<file path="src/logic/uart_aux_pkg.sv">
// Purpose: shared constants and carriers for the uart auxiliary control block
// Assumes: one clock domain, synchronous active-high reset
// Notes: register indexes are word offsets on the plain register port
package uart_aux_pkg;
  localparam int ADDR_W = 4;
  localparam logic [ADDR_W-1:0] CTRL_IDX = 4'h0;
  localparam logic [ADDR_W-1:0] TIME_IDX = 4'h1;
  localparam logic [ADDR_W-1:0] STAT_IDX = 4'h2;
  localparam logic [ADDR_W-1:0] CLR_IDX = 4'h3;
  localparam int TIME_W = 5;
  // control register bit positions
  localparam int TXDMA_BIT = 0;
  localparam int RXDMA_BIT = 1;
  localparam int ERRIE_BIT = 2;
  localparam int RTSEN_BIT = 3;
  localparam int CTSEN_BIT = 4;
  localparam int CTSIRQ_BIT = 5;
  localparam int DRVM_BIT = 6;
  localparam int DRVP_BIT = 7;
  localparam int OVS8_BIT = 8;
  localparam int ESM_BIT = 9;
  localparam int WUIE_BIT = 10;
  localparam int WUSRC_BIT = 11;
  localparam int RXIE_BIT = 12;
  localparam int CTRL_W = 13;
  // time register fields
  localparam int DAT_LSB = 0;
  localparam int DDT_LSB = 8;
  // status and clear bit positions
  localparam int DONE_BIT = 0;
  localparam int CTSF_BIT = 1;
  localparam int WAKEF_BIT = 2;
  localparam int ERRF_BIT = 3;
  localparam int RXF_BIT = 4;
  localparam int TXEMPTY_BIT = 5;
  localparam int STAT_W = 6;
  localparam logic [CTRL_W-1:0] CTRL_RST = 13'h0000;
  localparam logic [4:0] SAMP16 = 5'h0f;
  localparam logic [4:0] SAMP8 = 5'h07;

  typedef struct packed {
    logic frameErr;
    logic overrunErr;
    logic noiseErr;
  } rx_err_t;

  typedef struct packed {
    logic txReq;
    logic rxReq;
  } dma_req_t;

  typedef enum logic [2:0] {
    DRV_IDLE = 3'b000,
    DRV_ASSERT = 3'b001,
    DRV_SEND = 3'b010,
    DRV_RELEASE = 3'b011
  } drv_state_t;
endpackage

</file>
<file path="src/logic/uart_dma_flow_ctrl_wakeup.sv">
// Purpose: dma requests, rts/cts flow control, rs485 driver enable, wakeup
// Assumes: frame engine supplies word, frame and oversampling-tick strobes
// Notes: all outputs registered; clkEn freezes every flip-flop
`timescale 1ns/1ps
`default_nettype none
module uart_dma_flow_ctrl_wakeup
  import uart_aux_pkg::*;
#(
  parameter int TIME_BITS = TIME_W
)
(
  input wire logic core_clk,
  input wire logic sys_rst,
  input wire logic clkEn,
  input wire logic [ADDR_W-1:0] regAddr,
  input wire logic [15:0] regWdata,
  input wire logic regWr,
  input wire logic regRd,
  output logic [15:0] regRdata,
  input wire logic sampleTick,
  input wire logic txRegWrite,
  input wire logic txLoad,
  input wire logic frameDone,
  input wire logic wordRecv,
  input wire logic rxRead,
  input wire rx_err_t rxErr,
  input wire logic rxLine,
  input wire logic stopMode,
  input wire logic wakeMatch,
  input wire logic wakeReject,
  input wire logic clearToSendIn,
  output dma_req_t dmaReq,
  output logic requestToSendOut,
  output logic txStartOk,
  output logic transceiverDriveOut,
  output logic clockRequest,
  output logic irqOut
);
  // ***********************************************
  // registers
  // ***********************************************
  logic [CTRL_W-1:0] ctrl_r;
  logic [TIME_BITS-1:0] assertTime_r;
  logic [TIME_BITS-1:0] releaseTime_r;
  logic tcFlag_r;
  logic ctsFlag_r;
  logic wakeFlag_r;
  logic errFlag_r;
  logic rxFull_r;
  logic txEmpty_r;
  logic ctsPrev_r;
  logic rxPrev_r;
  logic txPending_r;
  drv_state_t drvState_r;
  logic [TIME_BITS-1:0] unitCnt_r;
  logic [4:0] sampCnt_r;
  logic unitTick;
  logic clrWr;
  logic [STAT_W-1:0] statusVec;

  assign clrWr = regWr && regAddr == CLR_IDX;
  assign statusVec = {txEmpty_r, rxFull_r, errFlag_r, wakeFlag_r,
                      ctsFlag_r, tcFlag_r};

  always_ff @(posedge core_clk)
  begin
    if (sys_rst)
    begin
      ctrl_r <= CTRL_RST;
      assertTime_r <= '0;
      releaseTime_r <= '0;
    end
    else if (clkEn && regWr)
    begin
      if (regAddr == CTRL_IDX)
        ctrl_r <= regWdata[CTRL_W-1:0];
      if (regAddr == TIME_IDX)
      begin
        assertTime_r <= regWdata[DAT_LSB +: TIME_BITS];
        releaseTime_r <= regWdata[DDT_LSB +: TIME_BITS];
      end
    end
  end

  always_ff @(posedge core_clk)
  begin
    if (sys_rst)
      regRdata <= '0;
    else if (clkEn)
    begin
      regRdata <= '0;
      if (regRd)
        case (regAddr)
          CTRL_IDX: regRdata <= 16'(ctrl_r);
          TIME_IDX: regRdata <= 16'(releaseTime_r) << DDT_LSB
                                | 16'(assertTime_r);
          STAT_IDX: regRdata <= 16'(statusVec);
          default: regRdata <= '0;
        endcase
    end
  end

  // ***********************************************
  // data flags and dma
  // ***********************************************
  always_ff @(posedge core_clk)
  begin
    if (sys_rst)
    begin
      txEmpty_r <= 1'b1;
      txPending_r <= 1'b0;
      rxFull_r <= 1'b0;
      dmaReq <= '0;
    end
    else if (clkEn)
    begin
      if (txRegWrite)
        txEmpty_r <= 1'b0;
      else if (txLoad)
        txEmpty_r <= 1'b1;
      if (txRegWrite)
        txPending_r <= 1'b1;
      else if (txLoad)
        txPending_r <= 1'b0;
      // start-bit wakeup passes no word, so the full flag is untouched
      if (wordRecv && !(stopMode && ctrl_r[WUSRC_BIT]))
        rxFull_r <= 1'b1;
      else if (rxRead)
        rxFull_r <= 1'b0;
      dmaReq.txReq <= ctrl_r[TXDMA_BIT] && txLoad && !txRegWrite;
      dmaReq.rxReq <= ctrl_r[RXDMA_BIT] && wordRecv;
    end
  end

  // ***********************************************
  // status flags, set wins over a clear-register write; a tx write clears tc even with frameDone
  // ***********************************************
  always_ff @(posedge core_clk)
  begin
    if (sys_rst)
    begin
      tcFlag_r <= 1'b1;
      ctsFlag_r <= 1'b0;
      wakeFlag_r <= 1'b0;
      errFlag_r <= 1'b0;
      ctsPrev_r <= 1'b1;
      rxPrev_r <= 1'b1;
    end
    else if (clkEn)
    begin
      ctsPrev_r <= clearToSendIn;
      rxPrev_r <= rxLine;
      // tc rises only when the last frame ends with nothing queued
      if (frameDone && !txPending_r && !txRegWrite)
        tcFlag_r <= 1'b1;
      else if (txRegWrite || (clrWr && regWdata[DONE_BIT]))
        tcFlag_r <= 1'b0;
      if (ctrl_r[CTSEN_BIT] && clearToSendIn != ctsPrev_r)
        ctsFlag_r <= 1'b1;
      else if (clrWr && regWdata[CTSF_BIT])
        ctsFlag_r <= 1'b0;
      if (wakeMatch)
        wakeFlag_r <= 1'b1;
      else if (clrWr && regWdata[WAKEF_BIT])
        wakeFlag_r <= 1'b0;
      if (wordRecv && (rxErr.frameErr || rxErr.overrunErr || rxErr.noiseErr))
        errFlag_r <= 1'b1;
      else if (clrWr && regWdata[ERRF_BIT])
        errFlag_r <= 1'b0;
    end
  end

  always_ff @(posedge core_clk)
  begin
    if (sys_rst)
      irqOut <= 1'b0;
    else if (clkEn)
      irqOut <= (errFlag_r && ctrl_r[ERRIE_BIT])
                || (ctsFlag_r && ctrl_r[CTSIRQ_BIT])
                || (wakeFlag_r && ctrl_r[WUIE_BIT])
                || (rxFull_r && ctrl_r[RXIE_BIT]);
  end

  // ***********************************************
  // flow control
  // ***********************************************
  always_ff @(posedge core_clk)
  begin
    if (sys_rst)
      requestToSendOut <= 1'b1;
    else if (clkEn)
      requestToSendOut <= ctrl_r[RTSEN_BIT] ? rxFull_r : 1'b0;
  end

  // txStartOk is only consulted at frame start, so a mid-frame rise of
  // cts cannot cut the current frame
  always_ff @(posedge core_clk)
  begin
    if (sys_rst)
      txStartOk <= 1'b0;
    else if (clkEn)
      txStartOk <= txPending_r
                   && (!ctrl_r[CTSEN_BIT] || !clearToSendIn)
                   && (!ctrl_r[DRVM_BIT] || drvState_r == DRV_SEND);
  end

  // ***********************************************
  // rs485 driver enable
  // ***********************************************
  always_ff @(posedge core_clk)
  begin
    if (sys_rst)
      sampCnt_r <= '0;
    else if (clkEn && sampleTick)
    begin
      if (sampCnt_r >= (ctrl_r[OVS8_BIT] ? SAMP8 : SAMP16))
        sampCnt_r <= '0;
      else
        sampCnt_r <= sampCnt_r + 5'h01;
    end
  end
  // one sample unit is one oversampling tick
  assign unitTick = sampleTick;

  always_ff @(posedge core_clk)
  begin
    if (sys_rst)
    begin
      drvState_r <= DRV_IDLE;
      unitCnt_r <= '0;
    end
    else if (clkEn)
    begin
      case (drvState_r)
        DRV_IDLE:
        begin
          unitCnt_r <= '0;
          if (ctrl_r[DRVM_BIT] && txPending_r)
            drvState_r <= DRV_ASSERT;
        end
        DRV_ASSERT:
        begin
          if (unitCnt_r >= assertTime_r)
          begin
            drvState_r <= DRV_SEND;
            unitCnt_r <= '0;
          end
          else if (unitTick)
            unitCnt_r <= unitCnt_r + 1'b1;
        end
        DRV_SEND:
        begin
          unitCnt_r <= '0;
          if (frameDone && !txPending_r && !txRegWrite)
            drvState_r <= DRV_RELEASE;
        end
        DRV_RELEASE:
        begin
          if (unitCnt_r >= releaseTime_r)
          begin
            unitCnt_r <= '0;
            drvState_r <= txPending_r ? DRV_ASSERT : DRV_IDLE;
          end
          else if (unitTick)
            unitCnt_r <= unitCnt_r + 1'b1;
        end
        default: drvState_r <= DRV_IDLE;
      endcase
    end
  end

  always_ff @(posedge core_clk)
  begin
    if (sys_rst)
      transceiverDriveOut <= 1'b0;
    else if (clkEn)
      transceiverDriveOut <= (drvState_r != DRV_IDLE)
                             ^ ctrl_r[DRVP_BIT];
  end

  // ***********************************************
  // stop-mode wakeup clock request
  // ***********************************************
  always_ff @(posedge core_clk)
  begin
    if (sys_rst)
      clockRequest <= 1'b0;
    else if (clkEn)
    begin
      if (stopMode && ctrl_r[ESM_BIT] && rxPrev_r && !rxLine)
        clockRequest <= 1'b1;
      else if (wakeReject || wakeMatch || !stopMode)
        clockRequest <= 1'b0;
    end
  end

  // ***********************************************
  // checks
  // ***********************************************
  chk_tx_dma: assert property (@(posedge core_clk) disable iff (sys_rst)
    clkEn && ctrl_r[TXDMA_BIT] && txLoad && !txRegWrite
    |=> dmaReq.txReq) else $error("tx dma request missing");
  chk_rx_dma: assert property (@(posedge core_clk) disable iff (sys_rst)
    clkEn && ctrl_r[RXDMA_BIT] && wordRecv
    |=> dmaReq.rxReq) else $error("rx dma request missing");
  chk_tc_low: assert property (@(posedge core_clk) disable iff (sys_rst)
    clkEn && txRegWrite |=> !tcFlag_r)
    else $error("tc not cleared by write");
  chk_err_flag: assert property (@(posedge core_clk) disable iff (sys_rst)
    clkEn && wordRecv && rxErr.frameErr |=> errFlag_r)
    else $error("error flag not raised");
  chk_err_irq: assert property (@(posedge core_clk) disable iff (sys_rst)
    clkEn && errFlag_r && ctrl_r[ERRIE_BIT] |=> irqOut)
    else $error("error interrupt missing");
  chk_rts_level: assert property (@(posedge core_clk) disable iff (sys_rst)
    clkEn && ctrl_r[RTSEN_BIT] |=> requestToSendOut == $past(rxFull_r))
    else $error("rts level wrong");
  chk_cts_gate: assert property (@(posedge core_clk) disable iff (sys_rst)
    txStartOk && ctrl_r[CTSEN_BIT] |-> !$past(clearToSendIn))
    else $error("start allowed with cts high");
  chk_cts_flag: assert property (@(posedge core_clk) disable iff (sys_rst)
    clkEn && ctrl_r[CTSEN_BIT] && clearToSendIn != ctsPrev_r |=> ctsFlag_r)
    else $error("cts change not flagged");
  chk_drv_pol: assert property (@(posedge core_clk) disable iff (sys_rst)
    clkEn && drvState_r == DRV_IDLE
    |=> transceiverDriveOut == $past(ctrl_r[DRVP_BIT]))
    else $error("driver idle level wrong");
  chk_wake_flag: assert property (@(posedge core_clk) disable iff (sys_rst)
    clkEn && wakeMatch |=> wakeFlag_r)
    else $error("wakeup flag not set");
  chk_clk_req: assert property (@(posedge core_clk) disable iff (sys_rst)
    clkEn && stopMode && ctrl_r[ESM_BIT] && rxPrev_r && !rxLine
    |=> clockRequest) else $error("clock not requested");
endmodule
`default_nettype wire

</file>
<file path="config.mk">
export PLATFORM = sky130hd
export DESIGN_NAME = uart_dma_flow_ctrl_wakeup
export DESIGN_NICKNAME = d
export VERILOG_FILES = /design/src/logic/uart_aux_pkg.sv /design/src/logic/uart_dma_flow_ctrl_wakeup.sv
export SDC_FILE = /design/constraint.sdc
export NUM_CORES = 1
export LEC_CHECK = 0
export CAP_MARGIN = 20
export CORE_UTILIZATION = 35
export CTS_CLUSTER_DIAMETER = 60
export CTS_CLUSTER_SIZE = 14
export DETAILED_ROUTE_END_ITERATION = 10
export DONT_BUFFER_PORTS = 1
export GPL_TIMING_DRIVEN = 0
export PLACE_DENSITY = 0.45
export SLEW_MARGIN = 20
export SYNTH_ARGS = -nofsm -noshare
export SYNTH_HDL_FRONTEND = slang
export SYNTH_SLANG_ARGS = --single-unit
export TNS_END_PERCENT = 20
</file>
<file path="constraint.sdc">
create_clock -name core_clk -period 1.6 [get_ports core_clk]
set_input_delay 0.08 -clock core_clk [delete_from_list [all_inputs] [get_ports core_clk]]
set_output_delay 0.08 -clock core_clk [all_outputs]
set_load 0.01 [all_outputs]
</file>
* After elaboration in Yosys (flattened, before gate mapping)
Cells that the tools add are included.
Word-level totals: flip-flop bits (word level) 63, input port bits 39, output and inout port bits 23, word-level logic and storage cells 133
Cells by class: add/sub/neg operators 1, order comparisons 2, eq/ne operators 11, mux-type cells 29, bitwise logic cells 2, reduce and logical (&&, ||, !) cells 66
Operator list (count):
- 13-bit one-hot mux with 3 select lines | 1
- 1-bit logical AND | 25
- 2-bit AND reduction | 10
- 1-bit two-way mux | 18
- 5-bit two-way mux | 3
- 5-bit one-hot mux with 3 select lines | 1
- 2-bit nonzero test | 7
- 13-bit two-way mux | 1
- 13-bit by 5-bit bitwise OR with 13-bit output | 1
- 3-bit two-way mux | 4
- 3-bit one-hot mux with 4 select lines | 1
- 5-bit >= comparator | 2
- 1-bit logical OR | 10
- 4-bit by 2-bit == test with 1-bit output, second input constant | 2
- 1-bit zero test | 8
- 3-bit by 2-bit == test with 1-bit output, second input constant | 2
- 2-bit inequality test, second input constant | 3
- 3-bit nonzero test | 2
- 5-bit by 1-bit adder with 5-bit output, second input constant | 1
- 5-bit AND reduction | 1
- 4-bit by 1-bit == test with 1-bit output, second input constant | 1
- 4-bit zero test | 1
- 3-bit by 1-bit == test with 1-bit output, second input constant | 1
- 3-bit zero test | 1
- other kinds (4) | 4

* Depth between registers and ports, before layout
Gate-level depths: netlist of run 1.
depth in word-level cells 6, mapped depth 7, mapped depth without buffers 7

* Worst setup path before layout of run 1
OpenSTA, ideal clock, no wires.
path kind reg2reg, from register unitCnt_r[0], to register drvState_r[0], library setup time 0.120 ns, arrival 1.355 ns, data required time 1.480 ns, setup slack 0.125 ns, stages on the path, launching flop included 8, path buffers 0, period minus slack after synthesis 1.475 ns, cell sequence dfxtp_1 > inv_1 > ha_1 > nor2b_1 > o21ai_1 > a31oi_1 > nor4_2 > nor3_2
On the way: longest elaborated chain between the ends 3, elaborated cells between the ends (all ways) 5, classes of those cells 2 x order compare; 2 x eq/ne; 1 x reduce/logical
Ends and longest elaborated chain:
- from (decl) | line uart_dma_flow_ctrl_wakeup.sv:55 | logic [TIME_BITS-1:0] unitCnt_r;
- from (signal assigned) | line uart_dma_flow_ctrl_wakeup.sv:249 | unitCnt_r <= unitCnt_r + 1'b1;
- from (signal assigned) | line uart_dma_flow_ctrl_wakeup.sv:265 | unitCnt_r <= unitCnt_r + 1'b1;
- 5-bit >= comparator, on equally long branches | line uart_dma_flow_ctrl_wakeup.sv:259, uart_dma_flow_ctrl_wakeup.sv:243
- 2-bit inequality test (no source line)
- 5-bit AND reduction (no source line) (*)
- to (signal assigned) | line uart_dma_flow_ctrl_wakeup.sv:262 | drvState_r <= txPending_r ? DRV_ASSERT : DRV_IDLE;
- to (decl) | line uart_dma_flow_ctrl_wakeup.sv:54 | drv_state_t drvState_r;
Every way passes the cells marked *; elsewhere a longest branch is shown, timed or not. A chain may end at the register's enable or synchronous reset.

* Final worst setup path of run 1
from register releaseTime_r[2], to register drvState_r[0]
On the way: longest elaborated chain between the ends 3
Ends and longest elaborated chain:
- from (decl) | line uart_dma_flow_ctrl_wakeup.sv:44 | logic [TIME_BITS-1:0] releaseTime_r;
- from (signal assigned) | line uart_dma_flow_ctrl_wakeup.sv:80 | releaseTime_r <= regWdata[DDT_LSB +: TIME_BITS];
- 5-bit >= comparator | line uart_dma_flow_ctrl_wakeup.sv:259 | if (unitCnt_r >= releaseTime_r)
- 2-bit inequality test (no source line)
- 5-bit AND reduction (no source line)
Every way passes these cells.

==> results by group, run 1 <==
Outcome
  – Status: complete, no violations

Routing
  – DR pass1 iterations: 4
  – Post-route DRC: 0
  – DR WL/cell: 17.3 um
  – DRT Wirelength: 7910 um
  – Via count: between 2,000 and 2,500
  – Drt initial violations: 87
  – Via density per instance: 5.25
  – Post-route ant nets: 0

Synth
  – Post-synthesis register bit count: about 60
  – Main synth FF type: dfxtp_1
  – Top cells by count, synth: dfxtp_1 (59), nor2_1 (52), mux2i_1 (31), nand2_1 (24), a22oi_1 (16)
  – Synth Cell Area: 2830 um^2
  – EDFF count, synth: 0
  – Share of the synthesized area in the top cell type: 41.7%
  – Sequential area share after synthesis: 41.7%
  – Post-synthesis cell count: 315
  – Warnings from Yosys: 0
  – Count leader, synth: dfxtp_1
  – Post-synth top area cell: dfxtp_1
  – Dominant cells by area after synthesis: dfxtp_1 (42%), mux2i_1 (11%), nor2_1 (6.9%)
  – Asr flop ratio synth: 0%
  – Mean Syn Cell Area: 9.00 um^2
  – Yosys cell types: 47

Setup path
  – WP buf/inv: 1
  – Worst setup SP type: flip-flop
  – Cell family with most CP delay: compound AO/OA/AOI/OAI gates
  – Cells on worst reg2reg path: 7
  – Crit-path max cell delay: between 0.3 and 0.4 ns
  – Worst-path fanout max: 3
  – Internal reg-to-reg setup slack: 0.04 ns
  – Worst-path cell chain: inv_1 -> ha_4 -> a21oi_2 -> o21ai_4 -> a31o_2 -> a31oi_1 -> nor3_2
  – Worst Path Required: 1.83 ns
  – R2r endpoint: drvState_r[0]
  – Critical path class: reg2reg
  – Crit end category: flip-flop
  – Reg-to-reg startpoint: releaseTime_r[2]
  – Crit path DAT: 1.78 ns
  – Critical-path top delay cell: dfxtp_2

Placed design
  – Pre-CTS setup slack: -0.129 ns
  – Placed cell count: roughly 420
  – PortBufs: 0
  – Routability congestion estimate: ~0.74
  – Dpl hpwl: slightly below 6000 um

Die
  – Initial Utilization: a little over a third
  – # rows: 32
  – Height of the die: 92.0 um
  – Die width: between 90 and 100 um
  – Area of the core: 7770 um^2
  – Die ar.: ~8500 um^2
  – I/O pin total: 62

Power
  – Flop pwr share: a little over half
  – Worst vdd ir: 0.363 mV
  – Total power: 2.83 mW
  – Clock power frac: 37.7%
  – Combinational fraction of design power: 8.8%
  – P per Cell Area: ~820 nW/um^2
  – Leakage: ~1.4 nW
  – Sw Pwr: 708 uW
  – Net Sw Frac: 25.0%
  – Pint: roughly 2.1 mW

Cells and area
  – Fin cells: 456
  – Ant diodes: 0
  – Filler Cell Count: 812
  – Storage cell area: 1190 um^2
  – Layout cells sized above 1: between 10% and 20%
  – Area Overhead vs Synth: 22.1%
  – Footprint of the multi-input gates: 1610 um^2
  – Total Nets Final: 407

STA
  – Tmin final: 1.56 ns
  – RSZ-0062 raised after global routing: yes
  – Period utilisation layout: between 90% and 100%
  – Tightest Pin Transition: 0.643 ns
  – Final Max Slew Viols: 0
  – Slew HR: between 50 and 60%
  – Peak Freq: 0.643 GHz
  – Hold_ws: 0.0620 ns
  – Finish-stage setup viols: 0
  – Final Hold Vio Count: 0
  – Final Skew: 0.00427 ns
  – Setup Total Neg Slack: 0 ns
  – Worst setup margin: 0.0438 ns

Clock tree
  – Number of clock sinks: 59
  – Root Driver: clkbuf_8
  – Clock buffer depth: 2
  – TritonCTS buffer count: 9
  – Clk_lat worst skew: ~0.33 ns
  – Worst-path clk slew: roughly 0.06 ns
  – CTS tree: done
  – # H-tree levels: 3

Run
  – # Max-Cap Violations: 0

GRT
  – First-pass GRT wire length: roughly 13,000 um
  – Remaining Overflow, GRT: 0
  – Largest net degree at the start of global routing: 11
  – Total track usage: 20.2%
  – Initial antenna violation count: 0
  – Vias in the first global route: 2,370

Min path
  – Hold Path Cell Cnt: 3
  – Hold Path Class: in2reg
  – Hold Path End: tcFlag_r
  – Hold_sp: regWdata[0]
[routing by layer]
metal | routed length, um | global-route usage (%) | vias up
li1 | - | - | 1171
met1 | 3900 | 27.0 | 1147
met2 | 3520 | 31.3 | 65
met3 | 364 | 4.31 | 12
met4 | 123 | 8.46 | 0
met5 | 0 | 0 | -
[placed cells by master (no fill, tap or decap), types with 3 or more instances in the layout]
| cell type | count |
|---|---|
| clkbuf_1 | 8 |
| nand2_1 | 24 |
| nor2b_1 | 4 |
| mux2_1 | 5 |
| clkbuf_8 | 9 |
| a21oi_1 | 13 |
| nor2_1 | 52 |
| buf_2 | 5 |
| a21oi_2 | 3 |
| conb_1 | 3 |
| mux2i_1 | 31 |
| dfxtp_2 | 5 |
| dlygate4sd3_1 | 24 |
| ha_1 | 12 |
| dfxtp_1 | 54 |
| inv_1 | 11 |
| buf_4 | 5 |
| ha_4 | 3 |
| o21ai_1 | 8 |
| a22oi_1 | 16 |
| xor2_1 | 5 |
| nand3_1 | 8 |
[layout make-up]
type	instances	share of cell area (%)
multi-input cells	226	46.6
well taps	102	3.69
repair buffers	25	7.16
plain buffers	19	2.86
clock inverters	1	0.145
flip-flops and latches	59	34.3
inverters	13	1.41
clock buffers	11	3.80
[worst min-delay path: stages]
cell and delay [ns]:
a41oi_1 0.13, o21ai_1 0.07, o211ai_1 0.08
[power groups by stage]
stage               clock network, mW  logic [mW]  registers [mW]
floorplan                           0       0.138            1.54
global placement                    0       0.189            1.55
detailed placement                  0       0.189            1.55
CTS                              1.10       0.247            1.51
global route                     1.17       0.274            1.52
finish                           1.07       0.250            1.51
[flip-flops by register name (all words and copies together) (netlist names), 2 cells and up]
register,flops
assertTime_r,5
drvState_r,2
dmaReq,2
releaseTime_r,5
unitCnt_r,5
ctrl_r,13
regRdata,13
[logic make-up (layout without fill, tap and decap cells)]
kind of cell               after synthesis  count (layout)  synth area share (%)
AOI/OAI and AO/OA                       60              60                  14.2
xor gates and xnor gates                 6               6                  1.85
adders and majority gates               15              15                  6.62
buffers and inverters                   32              69                  5.17
DFF                                     59              59                  41.7
muxes                                   36              36                  12.9
other                                    1               3                 0.132
and+or+nand+nor                        106             106                  17.4
[worst max-delay path by stage]
stage                     startpoint             to  slack [ns]  cells past startpoint
global placement    releaseTime_r[2]   unitCnt_r[2]       -0.14                      7
CTS                 releaseTime_r[2]  drvState_r[0]       0.003                      7
floorplan               unitCnt_r[0]  drvState_r[0]        0.13                      7
global route           drvState_r[1]  drvState_r[1]       -0.03                      7
finish              releaseTime_r[2]  drvState_r[0]        0.04                      7
detailed placement  releaseTime_r[2]   unitCnt_r[0]       -0.13                      7
[timing repair]
item | CTS | global route
hold buffers | 24 | 0
pin swaps | 5 | 5
resized for setup | 10 | 14
setup buffers | 1 | 0
endpoints found under the hold margin | 39 | 0
endpoints found under the setup margin | 7 | 8
[metrics by stage]
step                instance area (um^2)  utilization (%)
detailed placement                  2970             38.2
global route                        3460             44.6
floorplan                           2840                -
finish                              3460             44.6
CTS                                 3400             43.7
global placement                    2970             38.2
No activity file was read; power rests on OpenSTA's default activity.
==> inputs of run 2 (changes only) <==
ABC_AREA = 1   (was not set)
==> run 2 against run 1 <==
Effect of this change:
- flip-flop and latch count unchanged
- non-clock buffer count down 2
- synthesized cell count up 23%
- core utilization down 0.20 points
- first-iteration DRC count up 94%
- clock skew up 0.0031 ns
- register-to-register slack better by 0.02 ns
- clock power up 31%
- worst hold slack worse by 0.032 ns
- worst setup slack better by 0.024 ns
- routed wire length up 6.4%
- synthesized area up 0.75%
- critical path type unchanged
==> results by group, run 2 <==
Die
  – I/O pin total: 62
  – Area of the core: 7810 um^2
  – Initial Utilization: 36.6%
  – Die width: 92.3 um
  – Die ar.: 8520 um^2
  – Height of the die: 92.3 um
  – # rows: 32

Clock tree
  – Clk_lat worst skew: 0.34 ns
  – Number of clock sinks: 59
  – Worst-path clk slew: 0.07 ns
  – Clock buffer depth: 2
  – Root Driver: clkbuf_8
  – CTS tree: done
  – # H-tree levels: 3
  – TritonCTS buffer count: 9
  – Post-CTS Setup Bufs: 0

Cells and area
  – Storage cell area: about 1200 um^2
  – Final instance area: between 3000 and 4000 um^2
  – Footprint of the multi-input gates: 1430 um^2
  – Finished Core Util: around 44%
  – Total Nets Final: 477
  – Filler Cell Count: 859
  – Area Overhead vs Synth: 21.3%
  – Commonest non-fill, non-tap cells in the layout: nand2_1 (87), dfxtp_1 (57), inv_1 (47)
  – Ant diodes: 0
  – Layout cells sized above 1: 10.3%
  – Top Registers: ctrl_r x13, regRdata x13
  – Commonest non-fill, non-tap cell in the layout: nand2_1

Setup path
  – R2r endpoint: unitCnt_r[0]
  – Worst-path cell chain: inv_1 -> ha_1 -> nand2_1 -> nor2_1 -> nand2_1 -> nand3_2 -> nand2_1 -> o21ai_4 -> nor2_1
  – Crit end category: flip-flop
  – Cells on worst reg2reg path: 9
  – Critical-path top delay cell: dfxtp_2
  – Worst Path Required: 1.83 ns
  – Cell mode on critical path: nand2_1
  – Crit path DAT: around 1.8 ns
  – WP buf/inv: 1
  – Crit-path max cell delay: 0.34 ns
  – Worst-path fanout max: 5
  – Reg-to-reg startpoint: assertTime_r[4]
  – Critical path class: reg2reg
  – Worst setup SP type: flip-flop
  – Internal reg-to-reg setup slack: 0.07 ns
  – CP Depth: 9
  – Cell family with most CP delay: simple AND/OR/NAND/NOR gates

Routing
  – Drt initial violations: 169
  – DRT Wirelength: 8410 um
  – Post-route ant nets: 0
  – Via count: 2,550
  – DR pass1 iterations: 4
  – DR WL/cell: 15.9 um
  – Post-route DRC: 0
  – Via density per instance: between 4 and 5

Power
  – Leakage: around 1.4 nW
  – Worst vdd ir: around 0.4 mV
  – P per Cell Area: 938 nW/um^2
  – Total power: 3.25 mW

Placed design
  – Routability congestion estimate: just over 0.8
  – Area after DPL: 2990 um^2
  – Dpl hpwl: 6190 um
  – PortBufs: 0

Synth
  – Count leader, synth: nand2_1
  – Yosys cell types: 31
  – Warnings from Yosys: 0
  – Post-synthesis cell count: slightly below 400
  – EDFF count, synth: 0
  – Asr flop ratio synth: 0%
  – Share of the synthesized area in the top cell type: 41.4%
  – Synth Cell Area: 2860 um^2
  – Post-synth top area cell: dfxtp_1
  – Sequential area share after synthesis: 41.4%
  – Post-synthesis register bit count: 59
  – Top cells by count, synth: nand2_1 (87), dfxtp_1 (59), inv_1 (47), a21oi_1 (45), o21ai_0 (36)
  – Main synth FF type: dfxtp_1
  – Dominant cells by area after synthesis: dfxtp_1 (41%), nand2_1 (11%), a21oi_1 (7.9%)
  – Mean Syn Cell Area: approximately 7.4 um^2

GRT
  – Initial antenna violation count: 0
  – Largest net degree at the start of global routing: 13
  – Total track usage: around a fifth
  – Remaining Overflow, GRT: 0
  – Vias in the first global route: 2,602
  – First-pass GRT wire length: 13,500 um

Run
  – # Max-Cap Violations: 0

STA
  – Period utilisation layout: 95.7%
  – Final Skew: 0.00736 ns
  – Finish-stage setup viols: 0
  – Tmin final: 1.53 ns
  – Peak Freq: between 0.6 and 0.7 GHz
  – Tightest Pin Transition: 0.631 ns
  – Slew HR: 58.0%
  – Final Hold Vio Count: 0
  – Final Max Slew Viols: 0
  – Hold_ws: ~0.03 ns

Min path
  – Hold_sp: txLoad
  – Hold Path Cell Cnt: 3
  – Hold Path End: txPending_r
  – Hold Path Class: in2reg

Outcome
  – Status: complete, no violations
run 2: cell families (layout without fill, tap and decap cells):
logic type	after synthesis	count (layout)	synth area share [%]
AND/OR/NAND/NOR	139	139	21.3
AO/OA/AOI/OAI	99	99	18.8
buffers and inverters	67	107	9.99
flip-flops	59	59	41.4
adder cells (fa/ha/maj)	15	15	6.57
XOR/XNOR	5	5	1.53
other	1	3	0.131
multiplexers	1	1	0.351
run 2: power by group:
part,switching [mW],internal (mW)
registers,0.0317,1.51
clock network,0.667,0.729
logic,0.190,0.126
total,0.888,2.36
run 2: layout make-up:
type                       count  share of cell area [%]
tap                          102                    3.68
multi-input combinational    262                    41.1
sequential                    59                    34.2
timing repair buffer          24                    6.94
inverter                      49                    5.31
buffer                        18                    2.93
clock buffer                   9                    3.58
clock inverter                 7                    2.24
run 2: per-layer routing:
layer | GRT usage [%] | routed length (um) | vias to the layer above
li1 | - | - | 1332
met1 | 26.8 | 3970 | 1152
met2 | 34.2 | 3900 | 56
met3 | 6.49 | 408 | 10
met4 | 5.73 | 137 | 0
met5 | 0 | 0 | -
run 2: through the flow:
| stage | std cells | setup WS, ns | TNS, ns |
|---|---|---|---|
| 2_1_floorplan | 388 | 0.121 | 0 |
| 6_report | 530 | 0.0681 | 0 |
| 3_5_place_dp | 490 | -0.205 | -0.997 |
| 3_3_place_gp | 490 | -0.200 | -0.986 |
| 5_1_grt | 530 | -0.0153 | -0.0413 |
| 4_1_cts | 530 | 0.0331 | 0 |
run 2: timing repair:
| item | 4_1_cts | 5_1_grt |
|---|---|---|
| endpoints found under the setup margin | 5 | 7 |
| pin swaps | 0 | 2 |
| hold buffers | 24 | 0 |
| hold endpoints to repair | 36 | 0 |
| gates resized for setup | 2 | 7 |
run 2: worst max path at each step:
stage	start	slack [ns]	end
CTS	assertTime_r[4]	0.03	unitCnt_r[0]
finish	assertTime_r[4]	0.07	unitCnt_r[0]
detailed placement	assertTime_r[4]	-0.20	unitCnt_r[0]
global route	assertTime_r[3]	-0.02	unitCnt_r[0]
global placement	assertTime_r[4]	-0.20	unitCnt_r[0]
floorplan	assertTime_r[4]	0.12	unitCnt_r[0]
run 2: tightest hold or removal path: cells and delay by family:
family / cells / cell delay [ns]
AOI/OAI and AO/OA: 2 / 0.15
and+or+nand+nor: 1 / 0.08
==> inputs of run 3 (changes only) <==
SETUP_SLACK_MARGIN = 0.5   (was not set)
==> run 3 against run 2 <==
Effect of this change:
- routed wire length grew 1.7%
- core utilization grew 2.1 points
- worst hold slack lost 0.012 ns
- critical path type unchanged
- register-to-register slack gained 0.14 ns
- design area grew 4.8%
- highest routed layer unchanged
- clock power is essentially flat
- worst setup slack gained 0.14 ns
- count of clock-buffer cells in the layout is the same
==> results by group, run 3 (same netlist as run 2, synthesis figures left out) <==
Outcome
  – Status: complete, no violations

Setup path
  – Worst setup SP type: flip-flop
  – Setup crit start: unitCnt_r[4]
  – Worst-path cell chain: ha_4 -> nand2_2 -> nor2_1 -> nand2_1 -> nand3_2 -> nand2_2 -> o21ai_4 -> nor2_1
  – R2r endpoint: unitCnt_r[0]
  – Internal reg-to-reg setup slack: 0.20 ns
  – Crit path DAT: 1.62 ns
  – WP buf/inv: 0
  – Worst-path fanout max: 5
  – Critical-path top delay cell: dfxtp_4
  – Crit-path max cell delay: 0.37 ns
  – Cells on worst reg2reg path: 8
  – Cell family with most CP delay: simple AND/OR/NAND/NOR gates
  – Reg-to-reg startpoint: unitCnt_r[4]
  – Worst Path Required: roughly 1.8 ns
  – Crit end category: flip-flop
  – Critical path class: reg2reg
  – CP Depth: 8

Clock tree
  – Number of clock sinks: 59
  – Clock buffer depth: 2
  – CTS tree: done
  – Worst-path clk slew: roughly 0.08 ns
  – # H-tree levels: 3
  – Clk_lat worst skew: about 0.34 ns
  – TritonCTS buffer count: 9
  – Root Driver: clkbuf_8

Routing
  – DR WL/cell: 15.9 um
  – DRT Wirelength: approximately 8600 um
  – Post-route DRC: 0
  – Drt initial violations: 128
  – Via density per instance: 4.84
  – DR pass1 iterations: 4
  – Post-route ant nets: 0
  – Via count: 2,599

Cells and area
  – Commonest non-fill, non-tap cell in the layout: nand2_1
  – Area Overhead vs Synth: 27.1%
  – Finished Core Util: 46.5%
  – Layout cells sized above 1: 18.6%
  – Filler Cell Count: 850
  – Final instance area: approximately 3600 um^2
  – Storage cell area: 1200 um^2
  – Footprint of the multi-input gates: 1520 um^2
  – Commonest non-fill, non-tap cells in the layout: nand2_1 (84), a21oi_1 (45), dfxtp_1 (45)
  – Ant diodes: 0
  – Total Nets Final: 484
  – Top Registers: ctrl_r x13, regRdata x13

Min path
  – Hold Path Class: in2reg
  – Hold Path End: wakeFlag_r
  – Hold Path Cell Cnt: 3
  – Hold_sp: regWdata[2]

STA
  – Final Hold Vio Count: 0
  – Finish-stage setup viols: 0
  – Period utilisation layout: 87.2%
  – Slew HR: between 50% and 60%
  – Final Skew: around 0.008 ns
  – Tmin final: 1.40 ns
  – Worst setup margin: 0.204 ns
  – Setup Total Neg Slack: 0 ns
  – Tightest Pin Transition: 0.626 ns
  – Final Max Slew Viols: 0
  – Peak Freq: 0.716 GHz
  – RSZ-0062 raised after global routing: yes

Die
  – Die width: between 90 and 100 um
  – Height of the die: 92.3 um
  – Die ar.: 8520 um^2
  – Area of the core: 7810 um^2
  – Initial Utilization: 36.6%
  – # rows: 32
  – I/O pin total: 62

Placed design
  – Routability congestion estimate: 0.791
  – PortBufs: 0
  – Pre-CTS setup slack: 0.0800 ns
  – Area after DPL: 3050 um^2
  – Dpl hpwl: 6300 um

Run
  – # Max-Cap Violations: 0

GRT
  – Remaining Overflow, GRT: 0
  – Total track usage: 21.3%
  – First-pass GRT wire length: 13,600 um
  – Largest net degree at the start of global routing: 13
  – Vias in the first global route: 2,612
  – Initial antenna violation count: 0

Power
  – Clock power frac: around 43%
  – Leakage: 1.42 nW
  – P per Cell Area: 903 nW/um^2
  – Worst vdd ir: 0.460 mV
  – Sw Pwr: 900 uW
  – Net Sw Frac: 27.5%
  – Flop pwr share: 46.9%
  – Combinational fraction of design power: 10.4%
  – Pint: 2.38 mW
==> run 3: tightest hold or removal path, cell delays in order <==
cell	delay, ns
nand2_1	0.05
o21ai_0	0.08
a21oi_1	0.11
==> run 3: metal layers <==
metal	global-route usage (%)	up-vias	share of wire [%]
li1	-	1342	-
met1	27.0	1194	47
met4	5.34	0	1.1
met2	35.6	56	47
met5	0	-	0
met3	5.99	7	4.8
==> run 3: layout make-up <==
class                           instances  share of cell area (%)
Buffer                                 18                    2.79
Sequential cell                        59                    33.1
Clock inverter                          7                    2.10
Clock buffer                            9                    3.41
Inverter                               49                    5.14
Timing Repair Buffer                   31                    8.14
Tap cell                              102                    3.52
Multi-Input combinational cell        262                    41.8
==> run 3: metrics by stage <==
| stage | std cells | hold slack (ns) | total power [mW] |
|---|---|---|---|
| 6_report | 537 | 0.0186 | 3.28 |
| 5_1_grt | 537 | 0.0148 | 3.44 |
| 2_1_floorplan | 388 | 0.149 | 1.76 |
| 3_5_place_dp | 490 | 0.154 | 1.83 |
| 4_1_cts | 534 | 0.00454 | 3.30 |
| 3_3_place_gp | 490 | 0.151 | 1.83 |
==> run 3: worst max-delay path by stage <==
stage	slack (ns)	end
2_1_floorplan	0.32	unitCnt_r[0]
3_3_place_gp	0.1	unitCnt_r[0]
3_5_place_dp	0.08	unitCnt_r[0]
4_1_cts	0.18	unitCnt_r[0]
5_1_grt	0.11	drvState_r[1]
6_report	0.20	unitCnt_r[0]
==> run 3: what timing repair did <==
item	in CTS	in global routing
hold buffers	25	0
setup endpoints to repair	8	9
buffers inserted	3	3
resized for setup	13	14
endpoints found under the hold margin	36	0
pin swaps	6	6
==> run 3: power by group through the flow <==
| stage | logic (mW) | clock network (mW) | registers (mW) |
|---|---|---|---|
| final | 0.341 | 1.40 | 1.54 |
| after global routing | 0.381 | 1.51 | 1.54 |
| after CTS | 0.327 | 1.44 | 1.54 |
| after detailed placement | 0.261 | 0 | 1.57 |
| after floorplan | 0.196 | 0 | 1.56 |
| after global placement | 0.259 | 0 | 1.57 |
